==> src/shared/ubf_pkg.sv <==
// package for the uart baud, receive fifo and single-wire block
// assumes a wishbone classic slave with 32-bit data, byte registers in the low lane
package ubf_pkg;

  // ---------------------------------------------------------------
  // register offsets (byte addresses, one word each)
  // ---------------------------------------------------------------
  localparam logic [7:0] UBF_OFS_LINE_MODE = 8'h00;
  localparam logic [7:0] UBF_OFS_DATA      = 8'h04;
  localparam logic [7:0] UBF_OFS_DIV_HIGH  = 8'h08;
  localparam logic [7:0] UBF_OFS_DIV_LOW   = 8'h0c;
  localparam logic [7:0] UBF_OFS_FIFO_MOD  = 8'h10;
  localparam logic [7:0] UBF_OFS_FILL_CNT  = 8'h14;
  localparam logic [7:0] UBF_OFS_CONTROL   = 8'h18;
  localparam logic [7:0] UBF_OFS_STATUS    = 8'h1c;

  // ---------------------------------------------------------------
  // field positions
  // ---------------------------------------------------------------
  localparam int UBF_LM_SWM_BIT   = 0;
  localparam int UBF_LM_RXINV_BIT = 1;
  localparam int UBF_LM_TXINV_BIT = 2;
  localparam int UBF_FM_TRIG_LSB  = 0;
  localparam int UBF_FM_RANGE_BIT = 2;
  localparam int UBF_FM_MOD_LSB   = 3;
  localparam int UBF_CT_UEN_BIT   = 0;
  localparam int UBF_CT_RECEIVER_ENABLE_BIT_BIT  = 1;
  localparam int UBF_CT_TRANSMITTER_ENABLE_BIT_BIT  = 2;
  localparam int UBF_CT_RIE_BIT   = 3;
  localparam int UBF_ST_RDY_BIT   = 0;
  localparam int UBF_ST_OVR_BIT   = 1;

  // ---------------------------------------------------------------
  // reset values and sizes
  // ---------------------------------------------------------------
  localparam logic [2:0]  UBF_LINE_MODE_RST = 3'h0;
  localparam logic [7:0]  UBF_DIV_RST       = 8'h00;
  localparam logic [5:0]  UBF_FIFO_MOD_RST  = 6'h00;
  localparam logic [3:0]  UBF_CONTROL_RST   = 4'h0;
  localparam int          UBF_FIFO_DEPTH    = 4;

  // ---------------------------------------------------------------
  // carriers
  // ---------------------------------------------------------------
  typedef struct packed {
    logic        cyc;
    logic        stb;
    logic        we;
    logic [7:0]  adr;
    logic [3:0]  sel;
    logic [31:0] dat;
  } ubf_wb_req_t;

  typedef struct packed {
    logic        tx_invert;
    logic        rx_invert;
    logic        single_wire_enable;
  } ubf_line_mode_t;

  typedef struct packed {
    logic [2:0]  fraction_adjust;
    logic        divisor_range_select;
    logic [1:0]  rx_trigger_level;
  } ubf_fifo_mod_t;

  typedef enum logic [2:0] {
    UBF_RX_IDLE  = 3'b001,
    UBF_RX_START = 3'b010,
    UBF_RX_BITS  = 3'b100
  } ubf_rx_state_t;

endpackage : ubf_pkg

==> src/hdl/ubf_uart_core.sv <==
// uart baud generator, 4-byte receive fifo, single-wire pin control
// assumes wishbone classic master, inputs synchronous to i_core_clk
//
// What this block does
// - single-wire off: shared pin only receives; on: rx/tx per enable bits
// - single-wire with both enables high: shared pin only receives, never drives
// - tx and rx invert bits reset to 0; set inverts that line
// - one 8-bit data register: writes load a transmit holding byte that nothing sends, reads return received bytes
// - bit rate is clock over divisor plus modulation/8
// - bit timing from a 16-bit timer that runs only while a frame is received, set by divisor and modulation
// - modulation added per bit; carry into bit 3 lengthens bit by one clock
// - range select 0: sample at div/2, div/2+1, div/2+2
// - range select 1: sample at div/2-1, div/2, div/2+2
// - trigger code 00 four, 01 one, 10 two, 11 three bytes
// - trigger-raised ready flag with interrupt enable raises the irq
// - receive fifo holds four bytes, empty after reset
// - fill counter rises on fifo entry, falls on software read
// - fifo full: fifth byte kept in held slot, sixth replaces it, count 4
// - fill counter cleared by reset and whenever the unit-enable bit is low
// - disabling empties buffer, clears counter, keeps divisor and fifo settings
// - with irq enable, overrun or ready sets irq; without, neither does
`timescale 1ns/1ps

module ubf_uart_core #(
  parameter int DEPTH = ubf_pkg::UBF_FIFO_DEPTH
) (
  input  wire logic               i_core_clk,
  input  wire logic               i_rst_n,
  input  wire logic               i_ce,
  input  wire ubf_pkg::ubf_wb_req_t i_wb,
  output logic                    o_wb_ack,
  output logic [31:0]             o_wb_dat,
  input  wire logic               i_shared_pin,
  output logic                    o_shared_pin,
  output logic                    o_shared_pin_oe,
  output logic                    o_transmit_pin,
  output logic                    o_irq
);
  import ubf_pkg::*;

  // ---------------------------------------------------------------
  // parameter check: pointers and counter are sized for four slots
  // ---------------------------------------------------------------
  if (DEPTH != 4) begin : g_depth_check
    $error("ubf_uart_core: fifo depth must be 4");
  end

  // ---------------------------------------------------------------
  // reset release
  // ---------------------------------------------------------------
  logic [1:0] rst_sync_reg;
  logic       rst_n;
  always_ff @(posedge i_core_clk or negedge i_rst_n) begin
    if (!i_rst_n) rst_sync_reg <= 2'b00;
    else          rst_sync_reg <= {rst_sync_reg[0], 1'b1};
  end
  assign rst_n = rst_sync_reg[1];

  // ---------------------------------------------------------------
  // register bus decode
  // ---------------------------------------------------------------
  logic           access, wr, rd;
  ubf_line_mode_t line_mode_reg;
  ubf_fifo_mod_t  fifo_mod_reg;
  logic [7:0]     div_high_reg, div_low_reg, tx_data_reg;
  logic [3:0]     control_reg;
  logic           unit_enable, rx_en, tx_en, rx_irq_enable;
  assign access = i_wb.cyc && i_wb.stb && !o_wb_ack;
  assign wr     = access && i_wb.we && i_wb.sel[0];
  assign rd     = access && !i_wb.we;
  assign unit_enable   = control_reg[UBF_CT_UEN_BIT];
  assign rx_en         = control_reg[UBF_CT_RECEIVER_ENABLE_BIT_BIT];
  assign tx_en         = control_reg[UBF_CT_TRANSMITTER_ENABLE_BIT_BIT];
  assign rx_irq_enable = control_reg[UBF_CT_RIE_BIT];

  function automatic logic hit(input logic [7:0] adr, input logic [7:0] ofs);
    hit = (adr == ofs);
  endfunction : hit

  // configuration survives disable
  always_ff @(posedge i_core_clk or negedge rst_n) begin
    if (!rst_n) begin
      line_mode_reg <= UBF_LINE_MODE_RST;
      fifo_mod_reg  <= UBF_FIFO_MOD_RST;
      div_high_reg  <= UBF_DIV_RST;
      div_low_reg   <= UBF_DIV_RST;
      control_reg   <= UBF_CONTROL_RST;
    end else if (i_ce && wr) begin
      if (hit(i_wb.adr, UBF_OFS_LINE_MODE)) line_mode_reg <= i_wb.dat[2:0];
      if (hit(i_wb.adr, UBF_OFS_FIFO_MOD))  fifo_mod_reg  <= i_wb.dat[5:0];
      if (hit(i_wb.adr, UBF_OFS_DIV_HIGH))  div_high_reg  <= i_wb.dat[7:0];
      if (hit(i_wb.adr, UBF_OFS_DIV_LOW))   div_low_reg   <= i_wb.dat[7:0];
      if (hit(i_wb.adr, UBF_OFS_CONTROL))   control_reg   <= i_wb.dat[3:0];
    end
  end

  // transmit byte holding; content is not defined by reset
  always_ff @(posedge i_core_clk) begin
    if (i_ce && wr && hit(i_wb.adr, UBF_OFS_DATA)) tx_data_reg <= i_wb.dat[7:0];
  end

  // ---------------------------------------------------------------
  // baud timer with fractional accumulator
  // ---------------------------------------------------------------
  logic [15:0] divisor, half, bit_cnt_reg, period_end;
  logic [2:0]  mod_acc_reg;
  logic [3:0]  mod_sum;
  logic        bit_end, timer_run;
  assign divisor    = {div_high_reg, div_low_reg};
  assign half       = {1'b0, divisor[15:1]};
  assign mod_sum    = {1'b0, mod_acc_reg} + {1'b0, fifo_mod_reg.fraction_adjust};
  // the carry of this bit's own addition stretches this same bit
  assign period_end = mod_sum[3] ? divisor : divisor - 16'h0001;
  assign bit_end    = timer_run && (bit_cnt_reg >= period_end);

  // bit timer, cleared while the receiver is idle, one bit per divisor (+1) clocks
  always_ff @(posedge i_core_clk or negedge rst_n) begin
    if (!rst_n) begin
      bit_cnt_reg <= 16'h0000;
      mod_acc_reg <= 3'h0;
    end else if (i_ce) begin
      if (!timer_run) begin
        bit_cnt_reg <= 16'h0000;
        mod_acc_reg <= 3'h0;
      end else if (bit_end) begin
        bit_cnt_reg <= 16'h0000;
        mod_acc_reg <= mod_sum[2:0];
      end else begin
        bit_cnt_reg <= bit_cnt_reg + 16'h0001;
      end
    end
  end

  // ---------------------------------------------------------------
  // receiver: start detect, three samples, majority vote
  // ---------------------------------------------------------------
  ubf_rx_state_t rx_state_reg;
  logic [2:0]    samp_reg;
  logic [3:0]    rx_bit_idx_reg;
  logic [7:0]    rx_shift_reg;
  logic          rx_line, pin_is_rx, voted, byte_done_reg, sample_now;
  logic [1:0]    samp_idx;
  logic [15:0]   s0, s1, s2;

  // shared pin receives unless single-wire transmit-only
  assign pin_is_rx = !line_mode_reg.single_wire_enable || rx_en || !tx_en;
  assign rx_line   = (pin_is_rx ? i_shared_pin : 1'b1) ^ line_mode_reg.rx_invert;
  assign timer_run = unit_enable && rx_en && (rx_state_reg != UBF_RX_IDLE);

  // start is seen one clock late; all three samples still land inside the bit
  // sample points by range select
  always_comb begin
    s0 = fifo_mod_reg.divisor_range_select ? half - 16'h0001 : half;
    s1 = fifo_mod_reg.divisor_range_select ? half : half + 16'h0001;
    s2 = half + 16'h0002;
    samp_idx = 2'd3;
    if (bit_cnt_reg == s0) samp_idx = 2'd0;
    if (bit_cnt_reg == s1) samp_idx = 2'd1;
    if (bit_cnt_reg == s2) samp_idx = 2'd2;
    sample_now = timer_run && (samp_idx != 2'd3);
  end

  // majority of the three samples
  assign voted = (samp_reg[0] & samp_reg[1]) | (samp_reg[0] & samp_reg[2])
               | (samp_reg[1] & samp_reg[2]);

  always_ff @(posedge i_core_clk or negedge rst_n) begin
    if (!rst_n) begin
      rx_state_reg   <= UBF_RX_IDLE;
      samp_reg       <= 3'h7;
      rx_bit_idx_reg <= 4'h0;
      rx_shift_reg   <= 8'h00;
      byte_done_reg  <= 1'b0;
    end else if (i_ce) begin
      byte_done_reg <= 1'b0;
      if (sample_now) samp_reg[samp_idx] <= rx_line;
      if (!unit_enable || !rx_en) begin
        rx_state_reg <= UBF_RX_IDLE;
      end else begin
        case (rx_state_reg)
          UBF_RX_IDLE: begin
            if (!rx_line) rx_state_reg <= UBF_RX_START;
          end
          UBF_RX_START: begin
            if (bit_end) begin
              rx_state_reg   <= voted ? UBF_RX_IDLE : UBF_RX_BITS;
              rx_bit_idx_reg <= 4'h0;
            end
          end
          UBF_RX_BITS: begin
            if (bit_end) begin
              if (rx_bit_idx_reg == 4'h8) begin
                rx_state_reg  <= UBF_RX_IDLE;
                byte_done_reg <= voted;
              end else begin
                rx_shift_reg   <= {voted, rx_shift_reg[7:1]};
                rx_bit_idx_reg <= rx_bit_idx_reg + 4'h1;
              end
            end
          end
          default: rx_state_reg <= UBF_RX_IDLE;
        endcase
      end
    end
  end

  // ---------------------------------------------------------------
  // receive fifo, held-byte slot, counter and flags
  // ---------------------------------------------------------------
  logic [7:0] fifo_mem_reg [DEPTH];
  logic [1:0] wr_ptr_reg, rd_ptr_reg;
  logic [2:0] fill_cnt_reg;
  logic [7:0] held_reg;
  logic       held_valid_reg, overrun_reg, rx_ready, pop, push, full;
  assign full = (fill_cnt_reg == 3'(DEPTH));
  assign pop  = rd && hit(i_wb.adr, UBF_OFS_DATA) && (fill_cnt_reg != 3'h0) && i_ce;
  assign push = byte_done_reg && i_ce;

  always_ff @(posedge i_core_clk) begin
    if (push && !full) fifo_mem_reg[wr_ptr_reg] <= rx_shift_reg;
    else if (pop && held_valid_reg) fifo_mem_reg[wr_ptr_reg] <= held_reg;
  end

  always_ff @(posedge i_core_clk or negedge rst_n) begin
    if (!rst_n) begin
      wr_ptr_reg     <= 2'h0;
      rd_ptr_reg     <= 2'h0;
      fill_cnt_reg   <= 3'h0;
      held_valid_reg <= 1'b0;
      held_reg       <= 8'h00;
      overrun_reg    <= 1'b0;
    end else if (i_ce) begin
      if (!unit_enable) begin
        wr_ptr_reg     <= 2'h0;
        rd_ptr_reg     <= 2'h0;
        fill_cnt_reg   <= 3'h0;
        held_valid_reg <= 1'b0;
        overrun_reg    <= 1'b0;
      end else begin
        if (pop) rd_ptr_reg <= rd_ptr_reg + 2'h1;
        if (push && !full) begin
          wr_ptr_reg <= wr_ptr_reg + 2'h1;
          if (!pop) fill_cnt_reg <= fill_cnt_reg + 3'h1;
        end else if (push && full) begin
          held_reg       <= rx_shift_reg;
          held_valid_reg <= 1'b1;
          if (held_valid_reg) overrun_reg <= 1'b1;
        end else if (pop && held_valid_reg) begin
          wr_ptr_reg     <= wr_ptr_reg + 2'h1;
          held_valid_reg <= 1'b0;
        end else if (pop) begin
          fill_cnt_reg <= fill_cnt_reg - 3'h1;
        end
        if (rd && hit(i_wb.adr, UBF_OFS_STATUS) && !(push && full && held_valid_reg))
          overrun_reg <= 1'b0;
      end
    end
  end

  // trigger decode
  always_comb begin
    case (fifo_mod_reg.rx_trigger_level)
      2'b00:   rx_ready = (fill_cnt_reg >= 3'h4);
      2'b01:   rx_ready = (fill_cnt_reg >= 3'h1);
      2'b10:   rx_ready = (fill_cnt_reg >= 3'h2);
      2'b11:   rx_ready = (fill_cnt_reg >= 3'h3);
      default: rx_ready = 1'b0;
    endcase
  end

  // ---------------------------------------------------------------
  // outputs
  // ---------------------------------------------------------------
  logic [31:0] rd_mux;
  always_comb begin
    rd_mux = 32'h0000_0000;
    case (i_wb.adr)
      UBF_OFS_LINE_MODE: rd_mux = {29'h0, line_mode_reg};
      UBF_OFS_DATA:      rd_mux = {24'h0, fifo_mem_reg[rd_ptr_reg]};
      UBF_OFS_DIV_HIGH:  rd_mux = {24'h0, div_high_reg};
      UBF_OFS_DIV_LOW:   rd_mux = {24'h0, div_low_reg};
      UBF_OFS_FIFO_MOD:  rd_mux = {26'h0, fifo_mod_reg};
      UBF_OFS_FILL_CNT:  rd_mux = {29'h0, fill_cnt_reg};
      UBF_OFS_CONTROL:   rd_mux = {28'h0, control_reg};
      UBF_OFS_STATUS:    rd_mux = {30'h0, overrun_reg, rx_ready};
      default:           rd_mux = 32'h0000_0000;
    endcase
  end

  always_ff @(posedge i_core_clk or negedge rst_n) begin
    if (!rst_n) begin
      o_wb_ack        <= 1'b0;
      o_wb_dat        <= 32'h0000_0000;
      o_irq           <= 1'b0;
      o_shared_pin    <= 1'b1;
      o_shared_pin_oe <= 1'b0;
      o_transmit_pin  <= 1'b1;
    end else if (i_ce) begin
      o_wb_ack <= access;
      if (rd) o_wb_dat <= rd_mux;
      o_irq <= rx_irq_enable && (rx_ready || overrun_reg);
      // idle-high transmit line, inverted on request
      o_transmit_pin  <= 1'b1 ^ line_mode_reg.tx_invert;
      o_shared_pin    <= 1'b1 ^ line_mode_reg.tx_invert;
      o_shared_pin_oe <= unit_enable && line_mode_reg.single_wire_enable
                         && tx_en && !rx_en;
    end
  end

  // ---------------------------------------------------------------
  // checks
  // ---------------------------------------------------------------
  a_pin_never_both: assert property (@(posedge i_core_clk) disable iff (!rst_n)
    (line_mode_reg.single_wire_enable && rx_en && tx_en && i_ce) |=> !o_shared_pin_oe)
    else $error("shared pin driven with both enables");
  a_pin_rx_only: assert property (@(posedge i_core_clk) disable iff (!rst_n)
    !line_mode_reg.single_wire_enable |=> !o_shared_pin_oe)
    else $error("shared pin driven outside single-wire mode");
  a_count_max_four: assert property (@(posedge i_core_clk) disable iff (!rst_n)
    fill_cnt_reg <= 3'h4) else $error("fill counter above four");
  a_count_clear_off: assert property (@(posedge i_core_clk) disable iff (!rst_n)
    (!unit_enable && i_ce) |=> fill_cnt_reg == 3'h0) else $error("counter not cleared");
  a_count_push_up: assert property (@(posedge i_core_clk) disable iff (!rst_n)
    (push && !full && !pop && unit_enable) |=> fill_cnt_reg == $past(fill_cnt_reg) + 3'h1)
    else $error("counter did not rise");
  a_count_pop_down: assert property (@(posedge i_core_clk) disable iff (!rst_n)
    (pop && !push && !held_valid_reg && unit_enable)
    |=> fill_cnt_reg == $past(fill_cnt_reg) - 3'h1) else $error("counter did not fall");
  a_irq_gate: assert property (@(posedge i_core_clk) disable iff (!rst_n)
    (i_ce && !rx_irq_enable) |=> !o_irq) else $error("irq without enable");
  a_irq_ready: assert property (@(posedge i_core_clk) disable iff (!rst_n)
    (i_ce && rx_irq_enable && rx_ready) |=> o_irq) else $error("ready did not raise irq");
  a_overrun_set: assert property (@(posedge i_core_clk) disable iff (!rst_n)
    (push && full && held_valid_reg && unit_enable) |=> overrun_reg)
    else $error("overrun not flagged");
  a_bit_length: assert property (@(posedge i_core_clk) disable iff (!rst_n)
    (bit_end && i_ce && timer_run)
    |-> bit_cnt_reg == (mod_sum[3] ? divisor : divisor - 16'h0001))
    else $error("bit period wrong");
  a_oe_single_tx: assert property (@(posedge i_core_clk) disable iff (!rst_n)
    (i_ce && unit_enable && line_mode_reg.single_wire_enable && tx_en && !rx_en)
    |=> o_shared_pin_oe) else $error("shared pin not driven for single-wire transmit");
  a_tx_idle_level: assert property (@(posedge i_core_clk) disable iff (!rst_n)
    i_ce |=> (o_transmit_pin == !$past(line_mode_reg.tx_invert)))
    else $error("transmit idle level wrong");
  a_ce_freeze: assert property (@(posedge i_core_clk) disable iff (!rst_n)
    !i_ce |=> ($stable(fill_cnt_reg) && $stable(control_reg) && $stable(o_wb_ack)
               && $stable(o_irq))) else $error("state moved with clock enable low");
  a_disable_clears: assert property (@(posedge i_core_clk) disable iff (!rst_n)
    (!unit_enable && i_ce) |=> (!held_valid_reg && !overrun_reg))
    else $error("disable left held byte or overrun");
  a_irq_overrun: assert property (@(posedge i_core_clk) disable iff (!rst_n)
    (i_ce && rx_irq_enable && overrun_reg) |=> o_irq)
    else $error("overrun did not raise irq");
  a_full_count_kept: assert property (@(posedge i_core_clk) disable iff (!rst_n)
    (push && full && unit_enable) |=> fill_cnt_reg == 3'h4)
    else $error("full count moved");
  a_ack_one_cycle: assert property (@(posedge i_core_clk) disable iff (!rst_n)
    (o_wb_ack && i_ce) |=> !o_wb_ack)
    else $error("ack held too long");
  a_overrun_hold: assert property (@(posedge i_core_clk) disable iff (!rst_n)
    (overrun_reg && unit_enable && i_ce && !(rd && hit(i_wb.adr, UBF_OFS_STATUS)))
    |=> overrun_reg) else $error("overrun lost without status read");
  // cover points for the main scenarios
  c_fifo_full: cover property (@(posedge i_core_clk) disable iff (!rst_n) full);
  c_single_wire_tx: cover property (@(posedge i_core_clk) disable iff (!rst_n) o_shared_pin_oe);
  c_held_byte: cover property (@(posedge i_core_clk) disable iff (!rst_n) held_valid_reg);
  c_overrun: cover property (@(posedge i_core_clk) disable iff (!rst_n) overrun_reg);
  c_irq: cover property (@(posedge i_core_clk) disable iff (!rst_n) o_irq);

endmodule : ubf_uart_core

==> config.mk <==
export PLATFORM = sky130hd
export DESIGN_NAME = ubf_uart_core
export DESIGN_NICKNAME = d
export VERILOG_FILES = /design/src/shared/ubf_pkg.sv /design/src/hdl/ubf_uart_core.sv
export SDC_FILE = /design/constraint.sdc
export NUM_CORES = 1
export LEC_CHECK = 0
export ABC_AREA = 1
export BUFFER_PORTS_ARGS = -buffer_cell sky130_fd_sc_hd__buf_2
export CAP_MARGIN = 10
export CORE_UTILIZATION = 60
export DETAILED_ROUTE_END_ITERATION = 10
export MAX_ROUTING_LAYER = met4
export PLACE_DENSITY = 0.81
export SLEW_MARGIN = 25
export SYNTH_ARGS = -nofsm -noshare
export SYNTH_HDL_FRONTEND = slang
export SYNTH_SLANG_ARGS = --single-unit
==> constraint.sdc <==
create_clock -name i_core_clk -period 3.5 [get_ports i_core_clk]
set_input_delay 0.7 -clock i_core_clk [delete_from_list [all_inputs] [get_ports i_core_clk]]
set_output_delay 0.7 -clock i_core_clk [all_outputs]
set_load 0.01 [all_outputs]
Yosys cells after proc, flatten, opt, wreduce, memory -nomap -nowiden
Memory sizes are Yosys's and may differ from the RTL's.
Cells that the tools add are included.
{"block": "word_totals", "n_memories": 1, "wordCells": 213, "output_inout_bits": 37, "ram_bits": 32, "regBits": 122, "inputBits": 51}
{"block": "classes", "n_bitwise": 11, "mux": 58, "n_eq_ne": 39, "magnitude_cmp": 7, "addsub": 11, "n_reduce_logical": 58}
{"memory": "fifo_mem_reg", "depth": 4, "word_bits": 8, "read_ports": 1, "rd_ports_with_merged_regs": 0, "wr": 1, "line_no": "ubf_uart_core.sv:210", "rtl": "logic [7:0] fifo_mem_reg [DEPTH];"}
{"cell": "$mux 16", "n": 5}
{"cell": "$pmux 8 s8", "n": 1}
{"cell": "$eq 16x16->1", "n": 3}
{"cell": "$mux 3", "n": 14}
{"cell": "$eq 8x5->1 const B", "n": 4}
{"cell": "$logic_and 1x1->1", "n": 25}
{"cell": "$ne 3x3->1 const B", "n": 7}
{"cell": "$mux 1", "n": 20}
{"cell": "$mux 2", "n": 9}
{"cell": "$ne 3x1->1 const B", "n": 6}
{"cell": "$reduce_and 2->1", "n": 9}
{"cell": "$add 15x1->16 const B", "n": 1}
{"cell": "$add 15x2->16 const B", "n": 1}
{"cell": "$add 16x1->16 const B", "n": 1}
{"cell": "$eq 8x4->1 const B", "n": 2}
{"cell": "$ge 16x16->1", "n": 1}
{"cell": "$sub 15x1->16 const B", "n": 1}
{"cell": "$sub 16x1->16 const B", "n": 1}
{"cell": "$reduce_and 5->1", "n": 3}
{"cell": "$mux 4", "n": 3}
{"cell": "$ne 2x2->1 const B", "n": 6}
{"cell": "$pmux 3 s3", "n": 1}
{"cell": "$eq 8x3->1 const B", "n": 1}
{"cell": "$logic_not 1->1", "n": 8}
{"cell": "other kinds (35)", "n": 51}

Depth between registers and ports, before layout
Gate-level depths: netlist of run 1.
{"block": "logic_depth", "depth_word": 11, "mapped_depth": 20, "ltp_nobuf": 20}

Worst setup path before layout of run 1
OpenSTA, ideal clock, no wires.
{"block": "synth_path", "kind": "register to register", "from": "reg fifo_mod_reg[5] (netlist name)", "to": "reg bit_cnt_reg[3]", "path_stages_with_launch": 18, "required_time_ns": 3.378, "t_arrival_ns": 3.092, "synth_period_minus_slack_ns": 3.213, "setup_ns": 0.122, "path_buffers": 1, "path_slack_ns": 0.287, "path_cell_list": "dfrtp_1 -> ha_1 -> a21oi_1 -> nand2_1 -> nor3b_2 -> nand2_1 -> nor2_2 -> nand2_1 -> xor2_1 -> ha_1 -> nand2_1 -> nor4_2 -> nand3_1 -> nand4_1 -> nand2_1 -> inv_1 -> buf_2 -> nor3_1"}
{"block": "synth_between", "elab_chain_cells": 6}
{"element": "from (decl)", "line_no": "ubf_uart_core.sv:64", "rtl": "ubf_fifo_mod_t fifo_mod_reg;"}
{"element": "from (signal assigned)", "line_no": "ubf_uart_core.sv:90", "rtl": "if (hit(i_wb.adr, UBF_OFS_FIFO_MOD)) fifo_mod_reg <= i_wb.dat[5:0];"}
{"element": "$add 3x3->4", "line_no": "ubf_uart_core.sv:111", "rtl": "assign mod_sum = {1'b0, mod_acc_reg} + {1'b0, fifo_mod_reg.fraction_adjust};"}
{"element": "$mux 16", "line_no": "ubf_uart_core.sv:113", "rtl": "assign period_end = mod_sum[3] ? divisor : divisor - 16'h0001;"}
{"element": "$ge 16x16->1", "line_no": "ubf_uart_core.sv:114", "rtl": "assign bit_end = timer_run && (bit_cnt_reg >= period_end);"}
{"element": "$logic_and 1x1->1", "line_no": "ubf_uart_core.sv:114"}
{"element": "$mux 16", "line_no": "ubf_uart_core.sv:125", "rtl": "end else if (bit_end) begin"}
{"element": "$mux 16", "line_no": "ubf_uart_core.sv:122", "rtl": "if (!timer_run) begin"}
{"element": "to (signal assigned)", "line_no": "ubf_uart_core.sv:129", "rtl": "bit_cnt_reg <= bit_cnt_reg + 16'h0001;"}
{"element": "to (decl)", "line_no": "ubf_uart_core.sv:105", "rtl": "logic [15:0] divisor, half, bit_cnt_reg, period_end;"}
Every way passes these cells.
A chain may end at the register's enable or synchronous reset.

Worst setup path in the final report of run 1
{"block": "layout_path", "from": "reg fifo_mod_reg[5] (netlist name)", "to": "reg rx_bit_idx_reg[2]"}
{"block": "layout_between", "elab_chain_cells": 6, "word_cells_on_any_way": 7, "classes_between": "add/sub (1); order compare (1); eq/ne (2); mux (1); reduce/logical (2)"}
{"element": "$add 3x3->4 (*)", "line_no": "ubf_uart_core.sv:111"}
{"element": "$mux 16 (*)", "line_no": "ubf_uart_core.sv:113"}
{"element": "$ge 16x16->1 (*)", "line_no": "ubf_uart_core.sv:114"}
{"element": "$logic_and 1x1->1 (*)", "line_no": "ubf_uart_core.sv:114"}
{"element": "$ne 2x2->1 (no line)"}
{"element": "$reduce_and 6->1 (no line) (*)"}
{"element": "to (signal assigned)", "line_no": "ubf_uart_core.sv:197", "rtl": "rx_bit_idx_reg <= rx_bit_idx_reg + 4'h1;"}
{"element": "to (decl)", "line_no": "ubf_uart_core.sv:139", "rtl": "logic [3:0] rx_bit_idx_reg;"}
Every way passes the cells marked *; elsewhere a longest branch is shown, timed or not.

==> results of run 1 <==
==> per-layer routing <==
layer	wire length [µm]	vias up	track usage, %
met1	10300	3709	46.6
met3	2200	58	8.05
li1	-	3793	-
met2	10300	356	51.0
met5	0	-	-
met4	711	0	13.0
==> power groups by stage <==
stage	clock [W]	sequential, W	combinational (W)
detailed placement	0	0.00161	0.000151
global placement	0	0.00161	0.000148
floorplan	0	0.00161	0.000114
global route	0.00182	0.00159	0.000174
finish	0.00175	0.00158	0.000155
CTS	0.00174	0.00158	0.000153
==> cells by family (layout without fill, tap and decap cells) <==
| logic type | after synthesis | count (layout) |
|---|---|---|
| flip-flops | 130 | 130 |
| other | 2 | 26 |
| AND/OR/NAND/NOR | 572 | 572 |
| adder cells (fa/ha/maj) | 37 | 37 |
| AO/OA/AOI/OAI | 168 | 168 |
| XOR/XNOR | 45 | 45 |
| buffers and inverters | 195 | 245 |
==> worst max-delay path: stages (launching register included) <==
cell and delay [ps]:
dfrtp_1 430, ha_4 280, a21oi_4 160, nand2_2 90
nor3b_4 240, nand2_2 110, nor2_4 160, nand2_1 80
xor2_1 150, ha_1 320, nand2_2 90, nor4_4 380
nand3_2 160, nand3_4 120, nand2_2 80, inv_1 100
buf_4 130, nand3b_1 80, nand2_1 100
==> worst max-delay path by stage <==
stage / to / slack (ps)
after floorplan: bit_cnt_reg[3] / 290
after global placement: rx_state_reg[1] / 130
after detailed placement: rx_bit_idx_reg[2] / 10
after CTS: rx_bit_idx_reg[2] / 20
after global routing: rx_bit_idx_reg[3] / -20
final: rx_bit_idx_reg[2] / 180
==> what timing repair did <==
action                                  4_1_cts  5_1_grt
buffers inserted                              0        1
resized for setup                             1       17
pin swaps                                     0        8
endpoints found under the setup margin        1       34
==> Yosys cell counts, types with 2 or more instances <==
library cell	n
o221ai_1	3
nor3_2	2
nand3b_1	4
xor2_1	37
buf_6	5
nand4_1	17
dfrtp_1	93
o22ai_1	10
dfstp_2	5
or2_2	2
and2_1	2
o31ai_1	2
xnor2_1	8
inv_2	8
nor2_1	125
buf_4	30
a211oi_1	4
a21oi_1	38
nand3_1	63
nand2_2	7
nand2_1	310
nor2_4	7
ha_1	36
a221oi_1	4
inv_1	132
edfxtp_1	32
conb_1	2
o21ai_0	89
clkbuf_1	11
buf_2	9
nand3_2	4
nor2_2	10
o21ai_1	9
nor3_1	15
==> per-stage QoR <==
stage / instance area, µm² / total power [W] / hold WS (ps)
after floorplan: 8670 / 0.00172 / 331
after global placement: 9010 / 0.00176 / 337
after detailed placement: 9010 / 0.00176 / 344
after CTS: 9590 / 0.00348 / 38.6
after global routing: 9680 / 0.00358 / 34.4
final: 9680 / 0.00349 / 46.5
==> area by class of cell <==
type | count | area (µm²)
Antenna cell | 1 | 2.50
Clock buffer | 18 | 429
Clock inverter | 14 | 148
Fill cell | 1128 | 4260
Inverter | 140 | 526
Multi-Input combinational cell | 847 | 4440
Sequential cell | 130 | 3420
Tap cell | 180 | 225
Timing Repair Buffer | 73 | 483
==> results by group, run 1 <==
Run
  • Max_cap viols: 0

Timing
  • Setup violators final: 0
  • Final Cycle Share: 94.7%
  • Worst Tran Pin Value: 712 ps
  • Max Fclk: 0.302 GHz
  • Final TNS setup: 0 ps
  • Final min period: 3320 ps
  • Setup WS post-layout: 184 ps
  • Rel. slew slack: 52.3%
  • Max Transition Viols Final: 0
  • Final setup skew: 9.94 ps
  • Hold Vio Cnt, Final: 0

Power and ir drop
  • Combinational share of power: 4.5%
  • Switching Fraction: 25.2%
  • VDD IR max: 559 µV
  • Sequential power share: 45.4%
  • LEAKAGE: 4.71 nW
  • Pwr Density: 360 nW/µm²
  • Internal Power: 0.00261 W
  • Net Sw Power: 0.000879 W
  • Clock network fraction of design power: 50.1%

Clock tree
  • Cts hold-fix bufs: 0
  • CTS tree: built
  • Clk slew on worst S/H paths: 60 ps
  • Longest Clk Path Bufs: 2
  • CTS Buf Count: 17
  • CTS H-Tree Depth: 4
  • Clock latency on the worst-skew pair: 430 ps
  • CTS root buf: clkbuf_16
  • Clock sink total: 130

Logic synthesis
  • Ys Warns: 0
  • Syn Inst Count: 1,149
  • Synth Register Bits: 130
  • Ys async rst share: 75.4%
  • Post-synthesis mux area share: 0%
  • Synth Area in Adders: 5.48%
  • Synth Area in XOR/XNOR: 4.59%
  • Syn Area/Cell: 7.47 µm²
  • Yosys top cell by area: dfrtp_1
  • Sequential area share after synthesis: 39.8%
  • Largest family of logic cells by synthesized area: simple AND/OR/NAND/NOR gates
  • Compound-Gate Fraction of Synth Area: 10.8%
  • Main flop type after synthesis: dfrtp_1
  • Synth top area share: 27.1%
  • Simple-gate area share of the yosys netlist: 28.8%
  • Post-synth EDFFs: 32
  • Cell Area, Synth: 8580 µm²
  • Area contributors post-synth: dfrtp_1 27%, nand2_1 14%, edfxtp_1 11%
  • Number of distinct library cells after synthesis: 48

Worst setup path
  • Worst Path Arrival: 3680 ps
  • Worst-path maximum fanout: 4
  • R2r endpoint: rx_bit_idx_reg[2]
  • CP Class: reg -> reg
  • Worst r2r src: fifo_mod_reg[5]
  • R2R depth: 18
  • Critical Path Start Type: register
  • CP required: 3860 ps
  • Crit. End Element: register
  • Reg2Reg Setup Slack: 180 ps
  • Crit path from: fifo_mod_reg[5]

Outcome
  • Outcome: finished clean

Placed design
  • Placed cells: 1,369
  • Pre-CTS WS: 13.6 ps
  • Placer Congestion: 1.05
  • Hpwl dp: 17.5 mm
  • Port-buffer cells: 36

Finish
  • Non-Filler Instances: 1,403
  • Share of cells above drive strength 1: 13.6%
  • Max reg flops: 32
  • Area grow syn2layout: 12.7%
  • Most common cell after layout, fill and taps aside: nand2_1
  • Core Util, Final: 69.4%
  • Layout net count: 1,297
  • Most frequent cells in the layout: 303 x nand2_1, 132 x inv_1, 125 x nor2_1

Die
  • Rows: 43
  • Starting Density: 61.6%
  • Ports: 88
  • CORE AREA: 13,900 µm²
  • DIE AREA: 14,800 µm²
  • Die height: 122 µm
  • Die X: 122 µm

Routing
  • Final WL: 23.5 mm
  • Drt pass-1 iters: 5
  • Drt via density: 5.64
  • Wirelength per Cell: 16.7 µm
  • Final ANT Viol Nets: 0
  • DRC viols: 0
  • Drt initial violations: 807
  • Total number of vias: 7,916

GRT
  • Grt total ovfl: 0
  • First-pass GRT wire length: 37.1 mm
  • All-Layer GR Usage: 34.6%
  • Antenna violations before repair: 1
  • Largest net degree at the start of global routing: 55
  • Vias in the first global route: 7,205

Min path
  • HP Class: in -> async
No activity file was read; power rests on OpenSTA's default activity.
==> run 2, diff against run 1 <==
Settings changed: RECOVER_POWER from default to 25.
Clock period 3.5 ns to 3.4 ns, I/O delays scaled along.
==> run 2 against run 1 <==
Against the previous run:
- global-route usage is 0.33 points higher
- non-clock buffer count increased by 7
- routed wire length is 0.36% higher
- sequential power rose by 3%
- final cell count grew 0.43%
- clock power up 2%
- register-to-register slack worse by 90 ps
- worst hold slack got worse by 20 ps
- fmax up 0.43%
- final area rose by 0.88%
- critical path depth is 2 lower
- worst setup slack worse by 86 ps
==> results by group, run 2 (synthesized netlist as in run 1, its figures left out) <==
Worst setup path
  • Worst r2r src: mod_acc_reg[2]
  • CP required: 3730 ps
  • R2r endpoint: rx_shift_reg[0]
  • CP Class: reg -> reg
  • Crit. End Element: register
  • R2R depth: 16
  • Critical Path Start Type: register
  • Worst Path Arrival: 3640 ps
  • Reg2Reg Setup Slack: 100 ps
  • Worst-path maximum fanout: 16

Timing
  • Final Cycle Share: 97.1%
  • Worst Tran Pin Value: 1240 ps
  • Rel. slew slack: 17.6%
  • Final min period: 3300 ps
  • Final setup skew: 8.98 ps
  • WHS: 26.4 ps
  • Setup violators final: 0
  • Max Fclk: 0.303 GHz
  • Setup WS post-layout: 98.2 ps
  • Max Transition Viols Final: 0
  • Hold Vio Cnt, Final: 0

Routing
  • Drt pass-1 iters: 9
  • DRC viols: 0
  • Wirelength per Cell: 16.7 µm
  • Final ANT Viol Nets: 0
  • Drt via density: 5.68
  • Final WL: 23.6 mm
  • Total number of vias: 8,000
  • Drt initial violations: 986

GRT
  • All-Layer GR Usage: 35.0%
  • First-pass GRT wire length: 37.9 mm
  • GR Util met1: 47.8%
  • Antenna violations before repair: 0
  • Largest net degree at the start of global routing: 79
  • Grt peak-use layer: met2
  • Grt total ovfl: 0
  • Met2 GRT Util: 52.2%
  • M3 GR Usage: 5.81%
  • Vias in the first global route: 7,355

Die
  • Die height: 122 µm
  • DIE AREA: 14,800 µm²
  • Ports: 88
  • CORE AREA: 13,900 µm²
  • Rows: 43
  • Die X: 122 µm
  • Starting Density: 61.6%

Power and ir drop
  • VDD IR max: 382 µV
  • LEAKAGE: 4.75 nW
  • Pwr Density: 367 nW/µm²

Finish
  • Share of cells above drive strength 1: 14.6%
  • Layout net count: 1,304
  • Max reg flops: 32
  • # diodes: 0
  • Most frequent cells in the layout: 302 x nand2_1, 132 x inv_1, 125 x nor2_1
  • Most common cell after layout, fill and taps aside: nand2_1
  • Area grow syn2layout: 13.7%

Clock tree
  • CTS H-Tree Depth: 4
  • Longest Clk Path Bufs: 2
  • Clock latency on the worst-skew pair: 420 ps
  • Cts hold-fix bufs: 0
  • CTS tree: built
  • Clock sink total: 130
  • CTS root buf: clkbuf_16
  • CTS Buf Count: 17
  • Clk slew on worst S/H paths: 60 ps

Outcome
  • Outcome: finished clean

Run
  • Max_cap viols: 0

Placed design
  • Placer Congestion: 1.04
  • Pre-CTS WS: -35.3 ps
  • Hpwl dp: 17.4 mm
  • Port-buffer cells: 36

Min path
  • HP Class: in -> async
run 2: cell types whose count changed in the layout (fill, tap and decap cells not counted), sizes merged:
cell | before | now
buf | 73 | 78
bufinv | 1 | 0
clkbuf | 18 | 20
clkinv | 4 | 6
clkinvlp | 3 | 1
diode | 1 | 0
inv | 146 | 147
run 2: how the worst max path moves through the flow:
stage	startpoint	to	slack, ps	depth (start not counted)
4_1_cts	fifo_mod_reg[5]	rx_bit_idx_reg[3]	20	19
2_1_floorplan	fifo_mod_reg[5]	bit_cnt_reg[3]	190	17
3_5_place_dp	fifo_mod_reg[5]	rx_bit_idx_reg[3]	-40	18
3_3_place_gp	fifo_mod_reg[5]	rx_bit_idx_reg[2]	50	18
5_1_grt	mod_acc_reg[2]	rx_bit_idx_reg[0]	-130	18
6_report	mod_acc_reg[2]	rx_shift_reg[0]	100	16
run 2: cell type report:
| class | instances | area (µm²) |
|---|---|---|
| clock inverter | 14 | 141 |
| inverter | 140 | 526 |
| tap | 180 | 225 |
| sequential | 130 | 3420 |
| fill | 1093 | 4170 |
| timing repair buffer | 80 | 532 |
| clock buffer | 18 | 450 |
| multi-input combinational | 847 | 4470 |
run 2: report_power, final:
group | internal (W) | switching [W] | leakage [nW] | total, W
logic | 0.0000511 | 0.000114 | 2.90 | 0.000165
registers | 0.00160 | 0.0000197 | 1.56 | 0.00162
clock network | 0.00101 | 0.000779 | 0.288 | 0.00179
total | 0.00267 | 0.000913 | 4.75 | 0.00358
run 2: critical path, cell delays in order, from the launching register on:
cell      delay [ps]
dfrtp_1          410
ha_4             270
a21oi_4          140
nand2_2           80
nor3b_2          280
nand2_2          120
nor2_4           170
nand2_1           80
xor2_1           160
ha_1             330
nand2_2           90
nor4_4           340
nand2_1          170
nand3_4          120
nand3b_2         110
buf_12           180
o21ai_0          180
run 2: stage by stage:
step | total power (W) | utilization [%] | instance area (µm²) | setup TNS (ps) | cells
after global routing | 0.00368 | 70.1 | 9760 | -2850 | 1409
after detailed placement | 0.00181 | 65.0 | 9050 | -174 | 1375
after CTS | 0.00359 | 69.3 | 9650 | 0 | 1407
after global placement | 0.00181 | 65.0 | 9050 | 0 | 1375
after floorplan | 0.00177 | - | 8670 | 0 | 1172
final | 0.00358 | 70.1 | 9760 | 0 | 1409
run 2: metal layers:
layer | routed length, µm | vias to the layer above
met5 | 0 | -
met2 | 10600 | 457
met4 | 688 | 0
met3 | 2360 | 58
li1 | - | 3802
met1 | 9890 | 3683
run 2: timing repair:
action                                  in CTS  in global routing
endpoints found under the setup margin      13                 34
pin swaps                                    1                 14
resized for setup                            1                 29
setup buffers                                0                  1
==> run 3, diff against run 2 <==
Settings changed: BUFFER_PORTS_ARGS -buffer_cell sky130_fd_sc_hd__buf_2 to -buffer_cell sky130_fd_sc_hd__buf_4, TNS_END_PERCENT from default to 30.
==> run 3 against run 2 <==
Against the previous run:
- the flow now finishes with violations (capacitance limit, slew limit)
- count of clock-buffer cells in the layout increased by 1
- clock power increased by 8%
- sequential share of layout area decreased by 0.24 points
- clock skew increased by 11 ps
- critical path depth increased by 1
- worst hold slack got worse by 13 ps
- non-clock buffer count decreased by 6
- routed wire length increased by 3.3%
- sequential power about the same
- final cell count decreased by 0.43%
- register-to-register slack improved by 120 ps
- highest routed layer unchanged
==> results by group, run 3 (synthesized netlist as in run 1, its figures left out) <==
Finish
  • # diodes: 0
  • Area of the multi-input gates: 4490 µm²
  • Core Util, Final: 70.5%
  • Fillers: 1,109
  • Layout net count: 1,298
  • Non-Filler Instances: 1,403
  • Max reg flops: 32
  • Most frequent cells in the layout: 302 x nand2_1, 131 x inv_1, 125 x nor2_1
  • Share of cells above drive strength 1: 14.1%
  • Seq. cell area: 3420 µm²
  • Final Instance Area: 9830 µm²
  • Area grow syn2layout: 14.5%
  • Most common cell after layout, fill and taps aside: nand2_1

Timing
  • Max Transition Viols Final: 51
  • Worst Tran Pin Value: 2030 ps
  • Final TNS setup: 0 ps
  • Final setup skew: 19.7 ps
  • Final min period: 3180 ps
  • Hold Vio Cnt, Final: 0
  • Setup WS post-layout: 217 ps
  • Max Fclk: 0.314 GHz
  • Setup violators final: 0
  • Final Cycle Share: 93.6%
  • RSZ-0062 raised after global routing: yes
  • Rel. slew slack: -35.3%

GRT
  • Vias in the first global route: 7,573
  • Antenna violations before repair: 0
  • Largest net degree at the start of global routing: 51
  • First-pass GRT wire length: 38.6 mm
  • Grt total ovfl: 0
  • All-Layer GR Usage: 36.1%

Die
  • Die height: 122 µm
  • Starting Density: 61.6%
  • Rows: 43
  • Ports: 88
  • DIE AREA: 14,800 µm²
  • Die X: 122 µm
  • CORE AREA: 13,900 µm²

Min path
  • HP Class: in -> async

Clock tree
  • Clock sink total: 130
  • Cts hold-fix bufs: 0
  • Clk slew on worst S/H paths: 60 ps
  • CTS Buf Count: 17
  • Clock latency on the worst-skew pair: 440 ps
  • CTS tree: built
  • Longest Clk Path Bufs: 2
  • CTS H-Tree Depth: 4
  • CTS root buf: clkbuf_16

Outcome
  • Failing checks: capacitance limit, slew limit
  • Outcome: finished, violations left

Power and ir drop
  • Pwr Density: 379 nW/µm²
  • VDD IR max: 445 µV
  • LEAKAGE: 4.77 nW
  • Clock network fraction of design power: 51.7%
  • Sequential power share: 43.7%
  • Combinational share of power: 4.6%
  • Net Sw Power: 0.000880 W
  • Switching Fraction: 23.6%
  • Internal Power: 0.00285 W

Worst setup path
  • Reg2Reg Setup Slack: 220 ps
  • R2r endpoint: bit_cnt_reg[5]
  • Critical Path Start Type: register
  • Slowest-stage cell, CP: dfrtp_1
  • CP max stage delay: 430 ps
  • Worst-path maximum fanout: 5
  • R2R depth: 17
  • Worst Path Arrival: 3550 ps
  • CP required: 3770 ps
  • Worst r2r src: fifo_mod_reg[5]
  • Crit. End Element: register
  • CP Cell Sequence: ha_4 > a21oi_4 > nand2_2 > nor3b_4 > nand2_2 > nor2_4 > nand2_1 > xor2_1 > ha_1 > a21oi_1 > o21ai_0 > a21oi_2 > nand4_1 > nand2_1 > buf_4 > o21ai_0 > nor2_1
  • CP Class: reg -> reg

Routing
  • Drt pass-1 iters: 6
  • Wl on met1: 10.0 mm
  • Wirelength per Cell: 17.4 µm
  • DRC viols: 0
  • Drt via density: 5.70
  • DR top layer: met4
  • Drt initial violations: 904
  • Final ANT Viol Nets: 0
  • Final WL: 24.4 mm
  • Detail Route met2 WL: 11.0 mm
  • Routed wl met3: 2.55 mm
  • Total number of vias: 7,998

Placed design
  • Hpwl dp: 17.7 mm
  • Placer Congestion: 1.03
  • Placed cells: 1,370
  • Post-DP Area: 9080 µm²
  • Pre-CTS WS: -145 ps
  • Port-buffer cells: 36

Run
  • Max_cap viols: 1
run 3: changes by cell type in the layout (fill, tap and decap cells not counted), sizes merged:
cell	previous run	this run
buf	78	72
bufinv	0	3
clkbuf	20	21
clkinv	6	5
inv	147	144
run 3: layer usage:
layer  global-route usage [%]  vias up
li1                         -     3786
met1                     46.7     3723
met2                     55.0      413
met3                     7.82       76
met4                     15.3        0
met5                        -        -
run 3: power by group through the flow:
stage               combinational (W)  sequential [W]  clock, W
floorplan                    0.000118         0.00166         0
global placement             0.000161         0.00166         0
detailed placement           0.000164         0.00166         0
CTS                          0.000166         0.00163   0.00192
global route                 0.000191         0.00163   0.00198
finish                       0.000171         0.00163   0.00193
run 3: worst max-delay path, delay by kind of cell, from the launching register on:
family          cells  cell delay [ps]
compound gates      5              720
fa+ha+maj           2              590
xor+xnor            1              150
buf+inv             1              160
flops               1              430
simple gates        8             1070
run 3: cell type report:
| type | instances | share of cell area (%) |
|---|---|---|
| Timing Repair Buffer | 74 | 5.58 |
| Inverter | 140 | 5.35 |
| Clock inverter | 13 | 1.78 |
| Tap cell | 180 | 2.29 |
| Clock buffer | 19 | 4.51 |
| Sequential cell | 130 | 34.8 |
| Multi-Input combinational cell | 847 | 45.7 |
run 3: through the flow:
step	power, W	hold slack [ps]
6_report	0.00373	13.7
5_1_grt	0.00381	22.0
4_1_cts	0.00372	13.5
3_5_place_dp	0.00182	336
3_3_place_gp	0.00182	342
2_1_floorplan	0.00177	331
run 3: what timing repair did:
item	in CTS	in global routing
gates resized for setup	4	26
buffers inserted	1	0
hold endpoints to repair	0	0
endpoints found under the setup margin	33	34
pin swaps	4	12
run 3: worst max path at each step:
| stage | from | endpoint | slack [ps] | cells after the start |
|---|---|---|---|---|
| finish | fifo_mod_reg[5] | bit_cnt_reg[5] | 220 | 17 |
| global route | fifo_mod_reg[5] | mod_acc_reg[1] | 10 | 16 |
| CTS | fifo_mod_reg[5] | rx_bit_idx_reg[1] | 1 | 19 |
| detailed placement | fifo_mod_reg[5] | rx_shift_reg[2] | -150 | 16 |
| global placement | fifo_mod_reg[5] | rx_shift_reg[1] | -80 | 16 |
| floorplan | fifo_mod_reg[5] | bit_cnt_reg[3] | 190 | 17 |
